**config.mk**
```make
export PLATFORM = sky130hd
export DESIGN_NAME = fpx_exception_detect
export DESIGN_NICKNAME = d
export VERILOG_FILES = /design/src/hw/fpx_pkg.sv /design/src/hw/fpx_detect.sv /design/src/hw/fpx_sticky.sv /design/src/hw/fpx_exception_detect.sv
export SDC_FILE = /design/constraint.sdc
export NUM_CORES = 1
export LEC_CHECK = 0
export BUFFER_PORTS_ARGS = -buffer_cell sky130_fd_sc_hd__buf_4
export CAP_MARGIN = 20
export CORE_UTILIZATION = 32
export CTS_BUF_LIST = sky130_fd_sc_hd__clkbuf_8
export DETAILED_ROUTE_END_ITERATION = 6
export HOLD_SLACK_MARGIN = 0.1
export PLACE_DENSITY = 0.68
export SYNTH_ARGS = -nofsm -noshare
export SYNTH_HDL_FRONTEND = slang
export SYNTH_SLANG_ARGS = --single-unit
export TNS_END_PERCENT = 50
```
**constraint.sdc**
```tcl
create_clock -name ref_clk -period 4.1 [get_ports ref_clk]
set_input_delay 0.205 -clock ref_clk [delete_from_list [all_inputs] [get_ports ref_clk]]
set_output_delay 0.205 -clock ref_clk [all_outputs]
set_load 0.01 [all_outputs]
```
**src/hw/fpx_pkg.sv**
```systemverilog
// Shared types, offsets and helpers of the floating-point exception detector.
// Assumes one core clock and a register port with 32-bit data words.
//
// Operation
// RL1: Invalid trap always on; destination left undefined.
// RL2: Legacy nonfinite operand raises invalid, except sign-copy.
// RL3: IEEE NaN, infinity or denormal raises invalid.
// RL4: IEEE zero over zero: invalid, not divide-by-zero.
// RL5: Invalid sets its flag and traps issue unit.
// RL6: Divide-by-zero always traps; legacy valid over zero.
// RL7: IEEE divide-by-zero needs valid nonzero numerator.
// RL8: Overflow always traps, float destinations only.
// RL9: Underflow forces destination to 64 zero bits.
// RL10: Underflow flag always set; trap only if enabled.
// RL11: Inexact flag always set; trap only if enabled.
// RL12: Enabled inexact accompanies every overflow and underflow.
// RL13: Enabled inexact also accompanies integer overflow.
// RL14: Inexact trap enable implies overflow, underflow enables.
// RL15: Quad-to-long overflow sets inexact flag, never traps.
// RL16: Integer overflow keeps low bits; traps when enabled.
// RL17: Integer overflow outside signed 64 or 32 range.
// RL18: Software completion always forwarded, never stored.
// RL19: Input exceptions suppress simultaneous output exceptions.
// RL20: Flags sticky until software writes them clear.
package fpx_pkg;

    ////////////////////////////////////////////////////////////////////////////////
    // Register map (byte addresses) and field layout
    localparam int FPX_ADDR_W = 4;
    localparam logic [3:0] FPX_OFF_FLAGS = 4'h0;
    localparam logic [3:0] FPX_OFF_ALLOW = 4'h4;
    localparam logic [3:0] FPX_OFF_LAST = 4'h8;
    localparam logic [3:0] FPX_OFF_COUNT = 4'hC;
    localparam int FPX_NFLAG = 6;
    localparam int FPX_BIT_BAD = 0;
    localparam int FPX_BIT_DZ = 1;
    localparam int FPX_BIT_OVF = 2;
    localparam int FPX_BIT_UFL = 3;
    localparam int FPX_BIT_INX = 4;
    localparam int FPX_BIT_IOF = 5;
    localparam int FPX_ALLOW_UFL = 0;
    localparam int FPX_ALLOW_INX = 1;
    localparam int FPX_ALLOW_IOF = 2;
    localparam logic [5:0] FPX_FLAGS_RST = 6'h00;
    localparam logic [2:0] FPX_ALLOW_RST = 3'h7;
    localparam logic [15:0] FPX_COUNT_RST = 16'h0000;
    localparam logic [31:0] FPX_UNMAPPED_RD = 32'h00000000;
    localparam logic [6:0] FPX_QUAD_W = 7'h40;
    localparam logic [6:0] FPX_LONG_W = 7'h20;

    ////////////////////////////////////////////////////////////////////////////////
    // Operation formats, kinds and operand classes
    typedef enum logic {FPX_FMT_LEGACY = 1'b0, FPX_FMT_IEEE = 1'b1} fpx_fmt_e;
    typedef enum logic [2:0] {
        FPX_OP_ARITH = 3'h0, FPX_OP_DIVIDE = 3'h1, FPX_OP_SIGN_COPY = 3'h2,
        FPX_OP_COMPARE = 3'h3, FPX_OP_CVT_F2Q = 3'h4, FPX_OP_CVT_Q2L = 3'h5,
        FPX_OP_CVT_FLT = 3'h6
    } fpx_kind_e;
    typedef enum logic [2:0] {
        FPX_CL_UNUSED = 3'h0, FPX_CL_ZERO = 3'h1, FPX_CL_FINITE = 3'h2, FPX_CL_NAN = 3'h3,
        FPX_CL_INF = 3'h4, FPX_CL_DENORM = 3'h5, FPX_CL_RESERVED = 3'h6,
        FPX_CL_DIRTY_ZERO = 3'h7
    } fpx_class_e;

    // One operation as the datapath reports it at its write-back stage
    typedef struct packed {
        logic valid;
        fpx_fmt_e fmt;
        fpx_kind_e kind;
        fpx_class_e class_a;
        fpx_class_e class_b;
        logic res_ovf;
        logic res_ufl;
        logic res_inexact;
        logic [63:0] result;
        logic [71:0] int_wide;
        logic int_huge;
        logic en_ufl;
        logic en_inx;
        logic en_iof;
        logic cpl;
    } fpx_op_s;

    // Answer to the issue unit, one per operation
    typedef struct packed {
        logic valid;
        logic [5:0] exc;
        logic [5:0] trap;
        logic cpl;
        logic dest_undef;
        logic [63:0] dest;
    } fpx_trap_s;

    ////////////////////////////////////////////////////////////////////////////////
    // Helpers used by more than one check
    function automatic logic fpx_ieee_bad(input fpx_class_e c);
        return (c == FPX_CL_NAN) || (c == FPX_CL_INF) || (c == FPX_CL_DENORM);
    endfunction

    function automatic logic fpx_legacy_bad(input fpx_class_e c);
        return (c == FPX_CL_RESERVED) || (c == FPX_CL_DIRTY_ZERO);
    endfunction

    // True when v sign-extends from its low w bits
    function automatic logic fpx_fits(input logic [71:0] v, input logic [6:0] w);
        logic signed [71:0] s;
        logic [6:0] sh;
        sh = 7'(7'd72 - w);
        s = ($signed(v) <<< sh) >>> sh;
        return s == $signed(v);
    endfunction

endpackage

```
**src/hw/fpx_detect.sv**
```systemverilog
// Raw exception conditions of one operation, before priority and enables.
// Assumes the datapath classifies operands and reports rounding outcomes.
`timescale 1ns/1ps
module fpx_detect (
    // Operation under check
    input fpx_pkg::fpx_op_s op,
    // Raw conditions
    output logic [fpx_pkg::FPX_NFLAG-1:0] raw_exc,
    output logic q2l_ovf
);
    import fpx_pkg::*;

    // Operand qualification; sign-copy style ops never take exceptions
    wire can_except = op.valid && (op.kind != FPX_OP_SIGN_COPY);
    wire is_ieee = op.fmt == FPX_FMT_IEEE;
    wire is_div = op.kind == FPX_OP_DIVIDE;
    wire bad_a = is_ieee ? fpx_ieee_bad(op.class_a) : fpx_legacy_bad(op.class_a); // RL2 RL3
    wire bad_b = is_ieee ? fpx_ieee_bad(op.class_b) : fpx_legacy_bad(op.class_b); // RL2 RL3
    wire a_zero = op.class_a == FPX_CL_ZERO;
    wire b_zero = op.class_b == FPX_CL_ZERO;
    wire a_valid = !bad_a && (op.class_a != FPX_CL_UNUSED);
    wire zero_by_zero = is_ieee && is_div && a_zero && b_zero; // RL4
    wire float_dest = (op.kind != FPX_OP_CVT_F2Q) && (op.kind != FPX_OP_CVT_Q2L);

    // Divide by zero differs by format: legacy accepts a zero numerator
    wire dz_num_ok = is_ieee ? (a_valid && !a_zero) : a_valid; // RL6 RL7

    // Integer range checks on the true result
    wire f2q_ovf = op.int_huge || !fpx_fits(op.int_wide, FPX_QUAD_W); // RL17
    wire q2l_range = !fpx_fits(op.int_wide, FPX_LONG_W); // RL17

    assign raw_exc[FPX_BIT_BAD] = can_except && (bad_a || bad_b || zero_by_zero); // RL2 RL3 RL4
    assign raw_exc[FPX_BIT_DZ] = can_except && is_div && b_zero && dz_num_ok; // RL6 RL7
    assign raw_exc[FPX_BIT_OVF] = can_except && op.res_ovf && float_dest; // RL8
    assign raw_exc[FPX_BIT_UFL] = can_except && op.res_ufl && float_dest; // RL10
    assign raw_exc[FPX_BIT_INX] = can_except && op.res_inexact; // RL11
    assign q2l_ovf = can_except && (op.kind == FPX_OP_CVT_Q2L) && q2l_range;
    assign raw_exc[FPX_BIT_IOF] = q2l_ovf
        || (can_except && (op.kind == FPX_OP_CVT_F2Q) && f2q_ovf); // RL17

endmodule

```
**src/hw/fpx_sticky.sv**
```systemverilog
// Sticky exception flags with clear-by-write.
// Assumes set and clear arrive as single-cycle vectors in the core clock.
`timescale 1ns/1ps
module fpx_sticky (
    // Clock and reset
    input logic ref_clk,
    input logic rst_b,
    // Set and clear requests
    input logic [fpx_pkg::FPX_NFLAG-1:0] set_vec,
    input logic [fpx_pkg::FPX_NFLAG-1:0] clr_vec,
    // Stored flags
    output logic [fpx_pkg::FPX_NFLAG-1:0] flags
);
    import fpx_pkg::*;

    logic [FPX_NFLAG-1:0] flags_reg;
    logic [FPX_NFLAG-1:0] flags_next;

    // A set in the clearing cycle wins, so no event is lost
    assign flags_next = (flags_reg & ~clr_vec) | set_vec; // RL20
    assign flags = flags_reg;

    // Flag storage
    always_ff @(posedge ref_clk or negedge rst_b) begin
        if (!rst_b) begin
            flags_reg <= FPX_FLAGS_RST;
        end else begin
            flags_reg <= flags_next;
        end
    end

endmodule

```
**src/hw/fpx_exception_detect.sv**
```systemverilog
// Floating-point exception detection, recording and trap reporting.
// Assumes the datapath presents one finished operation per valid cycle and
// that the issue unit consumes the registered answer in the next cycle.
//
// Decided for this implementation: the register offsets and the Avalon-MM register port.
`timescale 1ns/1ps
module fpx_exception_detect (
    // Clock and reset
    input logic ref_clk,
    input logic rst_b,
    // Operation from the datapath
    input fpx_pkg::fpx_op_s op_in,
    // Answer to the issue unit
    output fpx_pkg::fpx_trap_s trap_out,
    // Avalon-MM register slave
    input logic [fpx_pkg::FPX_ADDR_W-1:0] avs_address,
    input logic avs_read,
    input logic avs_write,
    input logic [31:0] avs_writedata,
    input logic [3:0] avs_byteenable,
    output logic [31:0] avs_readdata,
    output logic avs_waitrequest
);
    import fpx_pkg::*;

    ////////////////////////////////////////////////////////////////////////////////
    // Declarations
    logic [FPX_NFLAG-1:0] raw_exc;
    logic q2l_ovf;
    logic [FPX_NFLAG-1:0] flags;
    logic [FPX_NFLAG-1:0] set_vec;
    logic [FPX_NFLAG-1:0] clr_vec;
    logic [FPX_NFLAG-1:0] rec_exc;
    logic [FPX_NFLAG-1:0] trap_vec;
    logic [63:0] dest_next;
    logic [2:0] allow_reg;
    logic [2:0] allow_next;
    logic [FPX_NFLAG-1:0] last_reg;
    logic [FPX_NFLAG-1:0] last_next;
    logic [15:0] count_reg;
    logic [15:0] count_next;
    logic ack_reg;
    logic ack_next;
    logic [31:0] rd_data_reg;
    logic [31:0] rd_data_next;
    logic [31:0] rd_mux;
    fpx_trap_s trap_reg;
    fpx_trap_s trap_next;

    ////////////////////////////////////////////////////////////////////////////////
    // Raw detection and sticky flag storage
    fpx_detect u_detect (
        .op(op_in),
        .raw_exc(raw_exc),
        .q2l_ovf(q2l_ovf)
    );

    fpx_sticky u_sticky (
        .ref_clk(ref_clk),
        .rst_b(rst_b),
        .set_vec(set_vec),
        .clr_vec(clr_vec),
        .flags(flags)
    );

    ////////////////////////////////////////////////////////////////////////////////
    // Trap enables as decoded, narrowed by the software allow mask
    wire is_q2l = op_in.kind == FPX_OP_CVT_Q2L;
    wire is_f2q = op_in.kind == FPX_OP_CVT_F2Q;
    // No quad-to-long variant enables inexact, so its enable is ignored
    wire en_inx = op_in.en_inx && !is_q2l && allow_reg[FPX_ALLOW_INX]; // RL15
    // Every variant enabling inexact also enables underflow
    wire en_ufl = (op_in.en_ufl || op_in.en_inx) && allow_reg[FPX_ALLOW_UFL]; // RL14
    wire en_iof = op_in.en_iof && allow_reg[FPX_ALLOW_IOF]; // RL16

    ////////////////////////////////////////////////////////////////////////////////
    // Priority: any operand exception hides every result exception
    wire in_exc = raw_exc[FPX_BIT_BAD] || raw_exc[FPX_BIT_DZ]; // RL19
    wire out_ovf = raw_exc[FPX_BIT_OVF] && !in_exc; // RL19
    wire out_ufl = raw_exc[FPX_BIT_UFL] && !in_exc; // RL19
    wire out_iof = raw_exc[FPX_BIT_IOF] && !in_exc; // RL19
    // Inexact joins overflow, underflow and integer overflow when enabled
    wire inx_joined = en_inx && (out_ovf || out_ufl || out_iof); // RL12 RL13
    // Quad-to-long overflow records inexact without an inexact trap
    wire inx_q2l = q2l_ovf && !in_exc; // RL15
    wire out_inx = !in_exc && (raw_exc[FPX_BIT_INX] || inx_joined || inx_q2l); // RL11

    // Recorded exceptions
    assign rec_exc[FPX_BIT_BAD] = raw_exc[FPX_BIT_BAD]; // RL5
    assign rec_exc[FPX_BIT_DZ] = raw_exc[FPX_BIT_DZ]; // RL6
    assign rec_exc[FPX_BIT_OVF] = out_ovf; // RL8
    assign rec_exc[FPX_BIT_UFL] = out_ufl; // RL10
    assign rec_exc[FPX_BIT_INX] = out_inx; // RL11
    assign rec_exc[FPX_BIT_IOF] = out_iof; // RL16

    // Delivered traps: invalid, divide and overflow can never be masked
    assign trap_vec[FPX_BIT_BAD] = rec_exc[FPX_BIT_BAD]; // RL1 RL5
    assign trap_vec[FPX_BIT_DZ] = rec_exc[FPX_BIT_DZ]; // RL6 RL7
    assign trap_vec[FPX_BIT_OVF] = rec_exc[FPX_BIT_OVF]; // RL8
    assign trap_vec[FPX_BIT_UFL] = rec_exc[FPX_BIT_UFL] && en_ufl; // RL10
    assign trap_vec[FPX_BIT_INX] = rec_exc[FPX_BIT_INX] && en_inx; // RL11 RL15
    assign trap_vec[FPX_BIT_IOF] = rec_exc[FPX_BIT_IOF] && en_iof; // RL16

    ////////////////////////////////////////////////////////////////////////////////
    // Destination value
    // Underflow gives a true zero even where a negative zero is proper
    wire [63:0] long_dest = {32'h00000000, op_in.int_wide[31:0]};
    assign dest_next = out_ufl ? 64'h0000000000000000 // RL9
        : is_q2l ? long_dest // RL16
        : is_f2q ? op_in.int_wide[63:0] // RL16
        : op_in.result; // RL11
    // Invalid, divide and overflow leave the destination undefined
    wire dest_undef = rec_exc[FPX_BIT_BAD] || rec_exc[FPX_BIT_DZ] || out_ovf; // RL1 RL8

    // Next answer; software completion goes out on every operation
    always_comb begin
        trap_next = '0;
        trap_next.valid = op_in.valid;
        trap_next.cpl = op_in.valid && op_in.cpl; // RL18
        if (op_in.valid) begin
            trap_next.exc = rec_exc;
            trap_next.trap = trap_vec;
            trap_next.dest_undef = dest_undef;
            trap_next.dest = dest_next;
        end
    end

    // Registered answer to the issue unit
    always_ff @(posedge ref_clk or negedge rst_b) begin
        if (!rst_b) begin
            trap_reg <= '0;
        end else begin
            trap_reg <= trap_next;
        end
    end
    assign trap_out = trap_reg;

    ////////////////////////////////////////////////////////////////////////////////
    // Register slave: one wait state, then the access completes
    // The fixed wait lets read data come from a register without a mux in the path
    wire bus_req = avs_read || avs_write;
    wire wr_fire = avs_write && ack_reg;
    wire lane0 = avs_byteenable[0];
    wire sel_flags = avs_address == FPX_OFF_FLAGS;
    wire sel_allow = avs_address == FPX_OFF_ALLOW;
    wire sel_last = avs_address == FPX_OFF_LAST;
    wire sel_count = avs_address == FPX_OFF_COUNT;
    assign ack_next = bus_req && !ack_reg;
    assign avs_waitrequest = bus_req && !ack_reg;

    // Writing a one clears that flag; the software completion bit is not here
    assign clr_vec = (wr_fire && sel_flags && lane0) ? avs_writedata[FPX_NFLAG-1:0] : '0; // RL20
    assign set_vec = op_in.valid ? rec_exc : '0; // RL5 RL18
    assign allow_next = (wr_fire && sel_allow && lane0) ? avs_writedata[2:0] : allow_reg;

    // Last recorded set and a wrapping count of delivered traps
    assign last_next = (op_in.valid && (rec_exc != '0)) ? rec_exc : last_reg;
    assign count_next = (op_in.valid && (trap_vec != '0)) ? 16'(count_reg + 16'h0001)
        : count_reg;

    // Read mux; unmapped addresses read zero
    assign rd_mux = sel_flags ? {26'h0000000, flags}
        : sel_allow ? {29'h00000000, allow_reg}
        : sel_last ? {26'h0000000, last_reg}
        : sel_count ? {16'h0000, count_reg}
        : FPX_UNMAPPED_RD;
    assign rd_data_next = (avs_read && !ack_reg) ? rd_mux : rd_data_reg;
    assign avs_readdata = rd_data_reg;

    // Bus handshake state
    always_ff @(posedge ref_clk or negedge rst_b) begin
        if (!rst_b) begin
            ack_reg <= 1'b0;
            rd_data_reg <= FPX_UNMAPPED_RD;
        end else begin
            ack_reg <= ack_next;
            rd_data_reg <= rd_data_next;
        end
    end

    // Software-visible control and status
    always_ff @(posedge ref_clk or negedge rst_b) begin
        if (!rst_b) begin
            allow_reg <= FPX_ALLOW_RST;
            last_reg <= FPX_FLAGS_RST;
            count_reg <= FPX_COUNT_RST;
        end else begin
            allow_reg <= allow_next;
            last_reg <= last_next;
            count_reg <= count_next;
        end
    end

    // Helpers capturing the previous operation
    logic prev_q2l;
    logic prev_sc;
    always_ff @(posedge ref_clk or negedge rst_b) begin
        if (!rst_b) begin
            prev_q2l <= 1'b0;
            prev_sc <= 1'b0;
        end else begin
            prev_q2l <= op_in.valid && is_q2l;
            prev_sc <= op_in.valid && (op_in.kind == FPX_OP_SIGN_COPY);
        end
    end

    wire ieee_zz = op_in.valid && (op_in.fmt == FPX_FMT_IEEE) && (op_in.kind == FPX_OP_DIVIDE)
        && (op_in.class_a == FPX_CL_ZERO) && (op_in.class_b == FPX_CL_ZERO);
    wire legacy_dz = op_in.valid && (op_in.fmt == FPX_FMT_LEGACY)
        && (op_in.kind == FPX_OP_DIVIDE) && (op_in.class_a == FPX_CL_FINITE)
        && (op_in.class_b == FPX_CL_ZERO);
endmodule

```
==> reports/results.ini <==
[run_status]
outcome = completed

[power_and_ir_drop]
p_total_w = 0.00323
p_leak_nw = 4.87
peakVddDrop_mv = 0.240
p_per_area_nw_per_um2 = 335

[sta]
fmax_mhz = 336
relSlewSlack_pct = 26.0
setup_tns_ps = 0
worst_slew_pin_slew_ps = 1100
period_share_pct = 72.6
rsz0062_at_grt = no
finClkSkew_ps = 13.7
drv_slew = 0
setup_viol = 0
min_period_ps = 2980
final-hold-violation-count = 0

[finish]
multi_input_area_sq_um = 2320
utilization_pct = 55.8
final_common_cell = buf_4
stdcell_count = 1219
nFillCells = 1477
largest_reg_flops = 76
layout.nets = 1180
layout-drive-gt1-share_pct = 33.6
seq_area_sq_um = 3110
syn2layout_area_growth_pct = 70.2
layout_common_cells = buf_4 (273), nand2_1 (160), dlygate4sd3_1 (143)

[global_routing]
met3_usage_pct = 4.98
antenna_found_initial = 1
gr-usage-met1_pct = 26.5
grt_max_degree = 69
overflow = 0
gr-max-usage-layer = met2
grt.total_usage_pct = 21.9
use_met2_pct = 37.1
grt_first_pass_wirelength_mm = 30.3
grt_pass1_vias = 5945

[yosys]
synth_top_area_cell = dfrtp_1
synth_seq_area_share_pct = 54.8
yosysWarningCount = 0
ys_seq_elements = 124
synth_edf_count = 0
yosys-top-cells-area = dfrtp_1 (53%), nand2_1 (11%), a21oi_1 (6.1%)
yosysUniqueCellTypes = 57
syn_inst = 580
synth_ff_type = dfrtp_1
ys_async_sr_fraction_pct = 100
synth_top_area_share_pct = 53.4
synth.avg_cell_area_sq_um = 9.78
syn-cell-area_sq_um = 5670

[die]
coreArea_sq_um = 17300
die_h_um = 135
die_area_sq_um = 18300
num_rows = 48
initial_core_util_pct = 32.8
io_pins = 311
die_width_um = 135

[routing]
vias_per_cell = 4.80
firstDrtPassIters = 4
drc = 0
wl_per_cell_um = 16.0
routed-via-count = 5854
wirelength_mm = 19.5
ant_nets = 0
drt-initial-drc-count = 266

[setup_path]
crit_fanout = 16
critical_path.endpoint = count_reg[1]
critPathKind = input pin to register
endpoint_kind = register
cp-start-kind = input pin
crit_start = op_in[57]
r2r-end = count_reg[1]
reg2reg_slack_ps = 1930
cp_data_arrival_time_ps = 3290
worstPathRequired_ps = 4420
reg2reg_depth = 4
r2r-start = allow_reg[1]

[clock_tree]
clock-sinks = 124
cts_made_buffers = 17
clk_pin_slew_ps = 70
cts-resized-gates = 0
cts_root_buf = clkbuf_8
h-tree-depth = 4
insertion_delay_ps = 440
clock_path_buffers = 2
post_cts_buffers = 0
tritoncts = built

[place]
hpwl_mm = 13.0
gp_congestion = 0.837
port_buffers = 265
place_inst = 1043

[min_path]
hp-class = input pin to register

[run]
cap_viol_max_count = 0

-- synthesized netlist by cell type (all sizes together), types with 2 or more instances --
master / n
or4: 2
a221oi: 2
nor2b: 4
dfrtp: 121
or3: 4
nand2: 160
inv: 10
o41a: 2
o21ai: 7
nor4: 9
nor4b: 2
nor2: 8
a22oi: 3
dfstp: 3
nand3: 11
buf: 25
a21oi: 69
clkbuf: 25
o31ai: 2
nand2b: 5
and2: 5
a22o: 13
mux4: 3
nor3: 11
nand4: 13
and3: 12
xnor2: 14
mux2: 8
a31oi: 5
a21o: 5
-- cell families after synthesis --
family                     share of synthesized area (%)
AOI/OAI and AO/OA                                   13.8
xor gates and xnor gates                            2.32
adders and majority gates                          0.221
buffers and inverters                               5.47
DFF                                                 54.8
muxes                                               2.96
other                                             0.0661
and+or+nand+nor                                     20.4
-- worst min-delay path by stage --
stage | end | cells after the start | from
2_1_floorplan | ack_reg | 0 | rst_b
3_3_place_gp | avs_readdata[12] | 1 | rst_b
3_5_place_dp | avs_readdata[12] | 1 | rst_b
4_1_cts | trap_out[68] | 2 | op_in[143]
5_1_grt | trap_out[68] | 2 | op_in[143]
6_report | trap_out[68] | 2 | op_in[143]
-- metal layers --
| metal | vias up | part of all wire, % |
|---|---|---|
| met3 | 40 | 5.8 |
| met5 | - | 0 |
| li1 | 2766 | - |
| met4 | 0 | 2.9 |
| met1 | 2807 | 42 |
| met2 | 241 | 50 |
-- worst max-delay path: stages --
cell           delay, ps
dlygate4sd3_1        530
buf_4                140
or4_1                510
nor4_1               300
o22ai_1              130
o41a_4               400
o21ai_4              250
o221ai_2             410
mux2_2               410
-- repair_timing --
action,4_1_cts,5_1_grt
hold endpoints to repair,143,0
hold buffers,143,0
setup endpoints to repair,0,0
-- power breakdown --
part,total (W),switching [W],internal (W),leakage (nW)
Sequential,0.00138,0.0000610,0.00132,1.61
Clock,0.00116,0.000544,0.000613,0.209
Combinational,0.000695,0.000310,0.000386,3.04
Total,0.00323,0.000915,0.00232,4.87
-- per-stage QoR --
step	area [sq um]	worst slack [ps]	hold slack [ps]
final	9650	1120	152
after global routing	9650	1050	112
after CTS	9650	1140	114
after detailed placement	7800	1120	363
after global placement	7800	1170	368
after floorplan	5730	1690	-90.6
-- cell type report --
class | count | share of cell area, %
tap | 225 | 2.92
antenna | 1 | 0.0259
sequential | 124 | 32.2
timing repair buffer | 416 | 36.1
multi-input combinational | 411 | 24.1
clock buffer | 17 | 2.42
inverter | 10 | 0.389
clock inverter | 15 | 1.94
Power figures use the tool's default switching activity.
